[config.mk]
export PLATFORM = sky130hd
export DESIGN_NAME = dioptm_top
export DESIGN_NICKNAME = d
export VERILOG_FILES = /design/src/verilog/dioptm_pkg.sv /design/src/verilog/dioptm_counter.sv /design/src/verilog/dioptm_top.sv
export SDC_FILE = /design/constraint.sdc
export NUM_CORES = 1
export LEC_CHECK = 0
export ABC_AREA = 1
export BUFFER_PORTS_ARGS = -buffer_cell sky130_fd_sc_hd__buf_2
export CAP_MARGIN = 30
export CORE_UTILIZATION = 60
export CTS_CLUSTER_DIAMETER = 120
export CTS_CLUSTER_SIZE = 40
export DETAILED_ROUTE_END_ITERATION = 12
export PLACE_DENSITY = 0.9
export SLEW_MARGIN = 10
export SYNTH_ARGS = -nofsm -noshare
export SYNTH_HDL_FRONTEND = slang
export SYNTH_SLANG_ARGS = --single-unit
[constraint.sdc]
create_clock -name sys_clk -period 4.2 [get_ports sys_clk]
set_clock_uncertainty 0.1 [all_clocks]
set_input_delay 0.21 -clock sys_clk [delete_from_list [all_inputs] [get_ports sys_clk]]
set_output_delay 0.21 -clock sys_clk [all_outputs]
set_load 0.02 [all_outputs]
[src/verilog/dioptm_pkg.sv]
// Purpose: Shared constants and carrier types for the digital port and pacer timer block.
// Assumes: One 40 MHz system clock; no software-visible register map.
// Notes: The 5 MHz counter clock is derived from the system clock by a tick divider.
package dioptm_pkg;
  localparam int PORT_W = 4;
  localparam int CNT_W = 16;
  localparam int SYS_CLK_HZ = 40000000;
  localparam int OSC_HZ = 5000000;
  localparam int OSC_DIV = SYS_CLK_HZ / OSC_HZ;
  localparam logic [CNT_W-1:0] CNT_INIT = 16'hFFFF;
  localparam logic [PORT_W-1:0] OUT_RST = 4'h0;
  localparam logic [CNT_W-1:0] CNT_ONE = 16'h0001;
  localparam logic [CNT_W-1:0] CNT_ZERO = 16'h0000;

  typedef enum logic [1:0] {
    DIOPTM_IDLE = 2'b00,
    DIOPTM_DELAY = 2'b01,
    DIOPTM_RUN = 2'b10
  } dioptm_acq_t;

  // Host request group for the digital ports.
  typedef struct packed {
    logic rdReq;
    logic [1:0] rdPort;
    logic wrReq;
    logic [1:0] wrPort;
    logic [7:0] wrData;
  } dioptm_req_t;

  // Mux port output: four select lines and the gain extension line.
  typedef struct packed {
    logic gainExt;
    logic [PORT_W-1:0] muxSel;
  } dioptm_mux_t;

  // Host timer setup group.
  typedef struct packed {
    logic load;
    logic [CNT_W-1:0] div1;
    logic [CNT_W-1:0] div2;
    logic [CNT_W-1:0] delayCnt;
    logic [CNT_W-1:0] stopCnt;
    logic [CNT_W-1:0] daDiv;
  } dioptm_tmr_t;
endpackage

[src/verilog/dioptm_counter.sv]
// Purpose: One 16-bit binary rate generator counter.
// Assumes: Clock enable tick comes from the same clock domain.
// Notes: Pulses out for one cycle when it reloads.
`timescale 1ns/1ps
module dioptm_counter import dioptm_pkg::*; #(
  parameter int W = CNT_W
) (
  // Clock and reset.
  input wire logic sys_clk,
  input wire logic nrst,
  // Control.
  input wire logic init,
  input wire logic load,
  input wire logic [W-1:0] loadVal,
  input wire logic tick,
  // Output.
  output logic pulse
);
  typedef struct packed {
    logic [W-1:0] reload;
    logic [W-1:0] cnt;
    logic pulse;
  } dioptm_cst_t;

  dioptm_cst_t s_q, s_d;

  always_comb begin
    s_d = s_q;
    s_d.pulse = 1'b0;
    if (init) begin
      s_d.reload = W'(CNT_INIT);
      s_d.cnt = W'(CNT_INIT);
    end else if (load) begin
      s_d.reload = loadVal;
      s_d.cnt = loadVal;
    end else if (tick) begin
      if (s_q.cnt <= W'(CNT_ONE)) begin
        s_d.cnt = s_q.reload;
        s_d.pulse = 1'b1;
      end else begin
        s_d.cnt = s_q.cnt - W'(CNT_ONE);
      end
    end
  end

  always_ff @(posedge sys_clk or negedge nrst) begin
    if (!nrst) begin
      s_q <= '{reload: W'(CNT_INIT), cnt: W'(CNT_INIT), pulse: 1'b0};
    end else begin
      s_q <= s_d;
    end
  end

  assign pulse = s_q.pulse;
endmodule // dioptm_counter

[src/verilog/dioptm_top.sv]
// Purpose: Digital ports, mux output port, trigger logic and pacer timers.
// Assumes: Pins are asynchronous and pass two flip-flops before use.
// Notes: Ports 0 (lines), 1 (mux), 2 (trigger) are addressed by rdPort/wrPort.
`timescale 1ns/1ps
module dioptm_top import dioptm_pkg::*; (
  // Clock and reset.
  input wire logic sys_clk,
  input wire logic nrst,
  // Host control.
  input wire logic swInit,
  input wire dioptm_req_t req,
  input wire dioptm_tmr_t tmr,
  input wire logic acqStart,
  input wire logic acqAbort,
  input wire logic trigNegEdge,
  input wire logic trigEnable,
  input wire logic sampleDone,
  // Host answers.
  output logic [7:0] rdData,
  output logic rdValid,
  output logic acqActive,
  output logic data_lost_event,
  // Pins.
  input wire logic [PORT_W-1:0] parallel_in_lines,
  input wire logic trigger_input_line,
  output logic [PORT_W-1:0] parallelOutLines,
  output logic [PORT_W-1:0] upper_mux_select_lines,
  output logic gain_extension_line,
  // Pacing.
  output logic adPace,
  output logic daPace
);
  typedef struct packed {
    logic [PORT_W-1:0] inMeta;
    logic [PORT_W-1:0] inSync;
    logic trgMeta;
    logic trgSync;
    logic trgPrev;
    logic [PORT_W-1:0] dout;
    dioptm_mux_t mux;
    logic [7:0] rdData;
    logic rdValid;
    dioptm_acq_t acq;
    logic [CNT_W-1:0] stopLeft;
    logic [3:0] oscCnt;
    logic initDone;
  } dioptm_st_t;

  dioptm_st_t s_q, s_d;
  logic oscTick;
  logic c1Pulse;
  logic c0Pulse;
  logic trigEdge;

  function automatic logic [7:0] rjust(input logic [PORT_W-1:0] v);
    rjust = {{(8-PORT_W){1'b0}}, v};
  endfunction

  assign oscTick = (s_q.oscCnt == 4'(OSC_DIV - 1));
  assign trigEdge = trigEnable && (trigNegEdge ? (s_q.trgPrev && !s_q.trgSync)
                                               : (!s_q.trgPrev && s_q.trgSync));

  ////////////////////////////////////////////////////////////////////////////
  // Counters 1 and 2 form the cascaded A/D pacer.
  dioptm_counter #(.W(CNT_W)) u_cnt1 (
    .sys_clk(sys_clk), .nrst(nrst), .init(swInit), .load(tmr.load),
    .loadVal(tmr.div1), .tick(oscTick), .pulse(c1Pulse));
  dioptm_counter #(.W(CNT_W)) u_cnt2 (
    .sys_clk(sys_clk), .nrst(nrst), .init(swInit), .load(tmr.load),
    .loadVal(tmr.div2), .tick(c1Pulse), .pulse(adPace));
  // Counter 0 times the trigger delay and stays internal.
  dioptm_counter #(.W(CNT_W)) u_cnt0 (
    .sys_clk(sys_clk), .nrst(nrst), .init(swInit), .load(tmr.load),
    .loadVal(tmr.delayCnt), .tick(s_q.acq == DIOPTM_DELAY && oscTick), .pulse(c0Pulse));
  // Extra counter paces the D/A.
  dioptm_counter #(.W(CNT_W)) u_cntDa (
    .sys_clk(sys_clk), .nrst(nrst), .init(swInit), .load(tmr.load),
    .loadVal(tmr.daDiv), .tick(oscTick), .pulse(daPace));

  ////////////////////////////////////////////////////////////////////////////
  // Port transfers, trigger and acquisition control.
  always_comb begin
    s_d = s_q;
    s_d.inMeta = parallel_in_lines;
    s_d.inSync = s_q.inMeta;
    s_d.trgMeta = trigger_input_line;
    s_d.trgSync = s_q.trgMeta;
    s_d.trgPrev = s_q.trgSync;
    s_d.oscCnt = oscTick ? 4'h0 : s_q.oscCnt + 4'h1;
    s_d.rdValid = req.rdReq;
    if (req.rdReq) begin
      case (req.rdPort)
        2'h0: s_d.rdData = rjust(s_q.inSync);
        2'h2: s_d.rdData = rjust({{(PORT_W-1){1'b0}}, s_q.trgSync});
        default: s_d.rdData = 8'h00;
      endcase
    end
    if (req.wrReq) begin
      case (req.wrPort)
        2'h0: s_d.dout = req.wrData[PORT_W-1:0];
        2'h1: begin
          if (s_q.acq == DIOPTM_IDLE) begin
            s_d.mux.muxSel = req.wrData[PORT_W-1:0];
            s_d.mux.gainExt = req.wrData[PORT_W];
          end
        end
        default: s_d.dout = s_q.dout;
      endcase
    end
    case (s_q.acq)
      DIOPTM_IDLE: begin
        if (acqStart && (!trigEnable || trigEdge)) begin
          s_d.acq = DIOPTM_DELAY;
          s_d.stopLeft = (tmr.stopCnt == CNT_ZERO) ? CNT_ONE : tmr.stopCnt;
        end
      end
      DIOPTM_DELAY: begin
        if (c0Pulse) begin
          s_d.acq = DIOPTM_RUN;
        end
      end
      DIOPTM_RUN: begin
        if (sampleDone) begin
          if (s_q.stopLeft == CNT_ONE) begin
            s_d.acq = DIOPTM_IDLE;
          end else begin
            s_d.stopLeft = s_q.stopLeft - CNT_ONE;
          end
        end
      end
      default: s_d.acq = DIOPTM_IDLE;
    endcase
    if (acqAbort) begin
      s_d.acq = DIOPTM_IDLE;
    end
    if (swInit) begin
      s_d.dout = OUT_RST;
      s_d.mux = '0;
      s_d.acq = DIOPTM_IDLE;
    end
  end

  always_ff @(posedge sys_clk or negedge nrst) begin
    if (!nrst) begin
      s_q <= '0;
    end else begin
      s_q <= s_d;
    end
  end

  assign rdData = s_q.rdData;
  assign rdValid = s_q.rdValid;
  assign acqActive = (s_q.acq != DIOPTM_IDLE);
  assign data_lost_event = 1'b0;
  assign parallelOutLines = s_q.dout;
  assign upper_mux_select_lines = s_q.mux.muxSel;
  assign gain_extension_line = s_q.mux.gainExt;
endmodule // dioptm_top
* Word level (Yosys, flattened, before mapping)
Index checks and enable logic that the tools add are counted.
** Word-level totals
- Register bits :: 183
- Latch bits :: 0
- Bits in writable memories :: 0
- ROM bits :: 0
- Input bits :: 108
- Output and inout port bits :: 22
- Word-level logic and storage cells :: 125
- Memories kept :: 0
** Operators by class
- $add $sub $neg :: 6
- $mul :: 0
- Divide/modulo/power cells :: 0
- Magnitude comparators :: 4
- Equality and inequality tests :: 13
- Shift operators :: 0
- Multiplexer cells :: 50
- Bitwise gates (word level) :: 0
- Reductions and logical operators :: 27
** Operators with widths (count)
- $mux W16 :: 14
- $mux W32 :: 4
- $sub A16 B1 Y16 const B :: 5
- $mux W17 :: 4
- $le A16 B1 Y1 const B :: 4
- $mux W18 :: 2
- $pmux W16 S2 :: 1
- $mux W9 :: 2
- $eq A16 B1 Y1 const B :: 1
- $logic_not A16 Y1 :: 1
- $reduce_bool A2 Y1 :: 7
- $mux W1 :: 13
- $mux W5 :: 2
- $reduce_bool A3 Y1 :: 3
- $mux W2 :: 4
- $mux W4 :: 2
- $ne A4 B3 Y1 const B :: 2
- $ne A4 B4 Y1 const B :: 2
- $pmux W4 S2 :: 1
- $reduce_and A4 Y1 :: 2
- $logic_not A2 Y1 :: 3
- $pmux W2 S3 :: 1
- $logic_and A1 B1 Y1 :: 5
- $add A4 B1 Y4 const B :: 1
- 9 further kinds :: 14

* Depth between registers and ports, before layout
- Depth after elaboration :: 10
- Depth in mapped cells :: 11
- Depth with buffers taken out :: 11

* Hierarchy
Synthesis repeated with hierarchy kept, for this count alone.
** Second synthesis, totals
- Cell total of the unflattened synthesis :: 1440
- Area, all modules :: 10872.9 um^2
** Modules (own cells, without submodules)
- dioptm_counter at u_cnt0 ... :: times used 3, cells each 273, area each 2050.7 um^2
- dioptm_top :: times used 1, cells each 347, area each 2668.8 um^2
- dioptm_counter at u_cntDa :: times used 1, cells each 274, area each 2052.0 um^2

* Worst setup path before layout
OpenSTA, ideal clock, no wires.
- Path type :: reg-to-reg
- From :: register u_cnt0.s_q[1] in the netlist's numbering
- To :: register u_cnt0.s_q[8] in the netlist's numbering
- Library setup time :: 86 ps
- Arrival time :: 1523 ps
- Required time :: 4014 ps
- Slack :: 2491 ps
- Stages on the path, launching flop included :: 12
- Clock period less this slack :: 1709 ps
- Cell sequence :: dfstp_2 inv_1 ha_1 inv_1 nand2_1 nand3_1 nor2_2 nand2_4 buf_6 nand3_1 o211ai_2 nand3_1
** On the way
- Word-level cells in the longest chain between the ends :: 5
- Elaborated cells between the ends (all ways) :: 6
- Those cells by class :: 1 x add/sub; 1 x order compare; 4 x mux
** RTL lines
- from (decl) :: line dioptm_counter.sv:25 : dioptm_cst_t s_q, s_d;
- from (signal assigned) :: line dioptm_counter.sv:48 : s_q <= '{reload: W'(CNT_INIT), cnt: W'(CNT_INIT), pulse: 1'b0};
- $sub A16 B1 Y16 / $le A16 B1 Y1 (equally long branches) :: line dioptm_counter.sv:41, dioptm_counter.sv:37
- $mux W16 (*) :: line dioptm_counter.sv:37 : if (s_q.cnt <= W'(CNT_ONE)) begin
- $mux W17 (*) :: line dioptm_counter.sv:36 : end else if (tick) begin
- $mux W16 (*) :: line dioptm_counter.sv:33 : end else if (load) begin
- $mux W32 (*) :: line dioptm_counter.sv:30 : if (init) begin
Every way passes the cells marked *; elsewhere a longest branch is shown, timed or not. The select of a mux whose other input is x is not followed.
A chain may end at the register's enable or synchronous reset.

* Worst setup path after layout
- From :: register s_q[1] in the netlist's numbering
- To :: register u_cnt0.s_q[16] in the netlist's numbering
** On the way
- Word-level cells in the longest chain between the ends :: 3
** RTL lines
- from (decl) :: line dioptm_top.sv:49 : dioptm_st_t s_q, s_d;
- from (signal assigned) :: line dioptm_top.sv:145 : s_q <= '0;
- from (signal assigned) :: line dioptm_top.sv:147 : s_q <= s_d;
- $eq A4 B3 Y1 :: line dioptm_top.sv:59 : assign oscTick = (s_q.oscCnt == 4'(OSC_DIV - 1));
- $logic_and A1 B1 Y1 :: line dioptm_top.sv:74 : .loadVal(tmr.delayCnt), .tick(s_q.acq == DIOPTM_DELAY && oscTick), .pulse(c0Pulse));
- $reduce_bool A3 Y1 (no source line)
Every way passes these cells.

==> results.md <==
- After clock tree synthesis, the clock-pin slew on the worst setup and hold paths is around 0.07 ns.
- The count of non-filler cells in the finished layout is about 1800.
- Dividing the detail-routed via count by the number of cells gives about 5.6.
- The portion of the post-synthesis area used by sequential elements is 43.6%.
- The average footprint of a synthesized cell is 7.57 µm².
- The number of remaining DRC errors is 0.
- The final routed wire length divided by cell count is roughly 15 µm.
- The number of buffers added by the clock tree synthesis step is 17.
- The area of the placeable core is between 15000 and 20000 µm².
- The total number of vias is 10100.
- The flow ran to the end, and the final reports show no timing, DRC or antenna violations.
- The wire length of the first global-routing pass is 44900 µm.
- The count of buffers added on input and output ports is about 120.
- The maximum level of the CTS H-tree is 4.
- The worst hold path belongs to the class input port to register.
- The worst setup path is captured at a register.
- The routed wire length is roughly 27000 µm.
- The root buffer cell is clkbuf_16.
- Before antenna repair, the detailed router went through 5 iterations.
- Static timing analysis puts the maximum clock frequency at 420 MHz.
- The worst pin sits at a relative slew slack of approximately a third.
- The clock tree from TritonCTS is built.
- The via count of the first global-routing pass is around 9600.
- The final cycle utilization of the critical path is 56.7%.
- Ranked by total cell area, the synthesized netlist is headed by dfstp_2 (32%), nand2_1 (14%), dfrtp_1 (12%).
- The initialized floorplan defines 48 standard-cell rows.
- The final setup violation count is 0.
- The worst-case vdd ir drop is between 0.2 and 0.3 mV.
- Yosys mapped the design onto 43 distinct sky130hd cell types.
- After global routing the overflow that remains totals 0.
- The layout-stage area growth over the synthesis result is 18.2%.
- The count of pins over their slew limit is 0.
- The tree built by TritonCTS fans out to between 150 and 200 sinks.
- The combined global-route utilization of all metal layers is ~30%.
- The worst path in the final design needs a cycle of ~2.4 ns, including I/O delays and setup.
- Leaving out fill and tap cells, the most frequent cells in the layout are nand2_1 (406), nor2_1 (163), nand3_1 (160).
- Setup repair after global routing left no endpoint under its margin.
- The arrival time reported for the critical path endpoint is about 2.7 ns.
- Grouping stages by cell kind, the critical path spends the most delay in simple AND/OR/NAND/NOR gates.
- Prior to clock tree synthesis, the placed netlist has a worst setup slack of 1.72 ns.
- The number of setup buffers added after CTS is 0.
- For the pin with the worst max-slew slack, the measured transition is slightly above 1 ns.
- After legalization and detailed placement, the total HPWL measured about 17000 µm.
- The count of max-cap constraint violations is 0.
- In this run, synthesis produced a sequential element count of 179.
- Once layout is complete, the utilization of the core stands at just over 70%.
- The type of element launching the critical path is a register.
- The kind of critical path is register to register.
- The final layout contains between 1500 and 2000 nets.
- Once the floorplan was initialized, standard cells occupied between 60% and 70% of the core.
- Of all nets on the critical path, the largest fanout is 16.
- Of the cells placed in the final design, the portion with a size suffix greater than 1 is 23.8%.
- In this run the deepest clock path goes through 2 buffers.
- The data required time at the worst endpoint is 4.47 ns.
- The die covers 18300 µm².
- The largest area contributor in the synthesized netlist is dfstp_2.
- After detailed placement, the design holds a cell count of between 1500 and 2000.
- The Yosys step of the flow raised 0 warnings.
- Synthesis handed over a netlist of approximately 1400 instances.
- The final hold violation count came to 0.
- The number of top-level pins is 130.
- The largest stage delay on the critical path is approximately 0.73 ns.
- For the final routed database, the setup TNS stands at 0 ns.
- Measured along the y axis, the die boundary spans about 140 µm.
- The filler cell count in the final layout is roughly 1300.
- The final weighted congestion in routability-driven placement is 0.929.
- Walking the worst path, the cells encountered are ha_1 -> nand2_1 -> nor2_4 -> nand2_2 -> nor2_2 -> o21ai_0 -> inv_1 -> nand2_1 -> nand3_1.
- The combined area of all synthesized cells is around 11000 µm².
- The largest net degree at the start of global routing is between 100 and 150.
- From left edge to right edge, the die measures roughly 140 µm.
- The power density normalized to cell area is approximately 350 nW/µm².
- The clock latency reported for the late side of the worst-skew pair is 0.44 ns.
- The final design instance area without fill is 12600 µm².
- The number of buffers and inverters on the critical path is 1.
- The most frequent cell on the critical path is nand2_1.
- The detail route stage leaves a number of antenna-violating nets equal to 0.
- The number of design-rule violations left by the first detailed-router iteration is between 700 and 800.
- Once routing completed, OpenROAD measured the worst setup slack at between 1.5 and 2 ns.
- The post-placement cell area is between 10000 and 15000 µm².
- Leaving out fill and tap cells, the most frequent cell in the layout is nand2_1.
- The initial antenna violation count was 1.
- The worst-path cell with the longest stage delay is nor2_2.
- The leakage power summed over all cells is around 5.9 nW.
- The proportion of netlist area held by the largest area contributor is 31.6%.
## state kept, by name, summed over array words and instances, names as in the netlist, 4 cells and up
register                cells
parallelOutLines            4
rdData                      4
s_d                         6
s_q                        27
u_cnt0.s_q                 32
u_cnt1.s_q                 32
u_cnt2.s_q                 32
u_cntDa.s_q                32
upper_mux_select_lines      4
## path summary, 6_finish.rpt
check	from	to	slack, ns	cells past startpoint
min in group asynchronous	nrst	s_q[46]	0.05	2
setup reg to reg	s_q[1]	u_cnt0.s_q[16]	1.82	9
setup / recovery	s_q[1]	u_cnt0.s_q[16]	1.82	9
hold / removal	tmr[24]	s_q[13]	0.03	5
max in group asynchronous	nrst	u_cnt2.s_q[23]	3.23	3
hold reg to reg	s_d[44]	s_q[44]	0.25	0
## metrics by stage
stage,hold slack (ns),power (W)
after floorplan,-0.186,0.00254
after global placement,0.219,0.00272
after detailed placement,0.220,0.00275
after CTS,0.00732,0.00441
after global routing,0.0559,0.00461
final,0.0251,0.00441
## kinds of logic after synthesis
group           synth area share, %
compound gates                 8.71
buf+inv                        8.57
fa+ha+maj                      1.29
mux                           0.847
simple gates                   35.1
xor+xnor                       1.81
other cells                  0.0352
flops                          43.6
## tightest hold or removal path: stages
cell and delay, ns:
buf_2 0.07, inv_1 0.04, nand2_1 0.06, nand3_1 0.06, o21ai_1 0.07
## layer usage
metal,vias to the layer above,global-route usage (%),part of all wire (%)
met2,449,51.2,49
met5,-,0,0
met1,4695,39.1,41
met4,0,14.0,2.6
li1,4863,-,-
met3,77,5.84,6.7
## final cells by class
type / instances / area, µm² / share of cell area [%]
multi-input combinational: 1037 / 5100 / 40.6
sequential: 179 / 4640 / 36.9
timing repair buffer: 206 / 1480 / 11.7
inverter: 129 / 489 / 3.89
clock buffer: 18 / 429 / 3.41
tap: 225 / 282 / 2.24
clock inverter: 14 / 153 / 1.21
antenna: 1 / 2.50 / 0.0199
## report_power, final
part           switching [W]  leakage (nW)  internal [W]
Combinational       0.000438          3.62      0.000281
Clock               0.000711         0.284      0.000885
Sequential          0.000150          1.99       0.00194
Total                0.00130          5.89       0.00311
## synthesized netlist by cell type (all sizes together)
master and number:
nand4 32, o21ai 67, a32o 3, o211ai 24
dfrtp 51, nor4 1, buf 52, mux2 8
and2 2, a21oi 56, nand3b 10, inv 128
nor3b 1, nor3 6, o21bai 3, clkbuf 13
or2 3, nand2 417, xor2 16, dfstp 128
clkinv 1, ha 11, conb 1, a31oi 1
nand3 166, xnor2 6, nor2 199
## timing repair
| action | 4_1_cts | 5_1_grt |
|---|---|---|
| gates resized for setup | 0 | 0 |
| hold endpoints to repair | 172 | 0 |
| hold buffers | 77 | 0 |
Power figures use the tool's default switching activity.
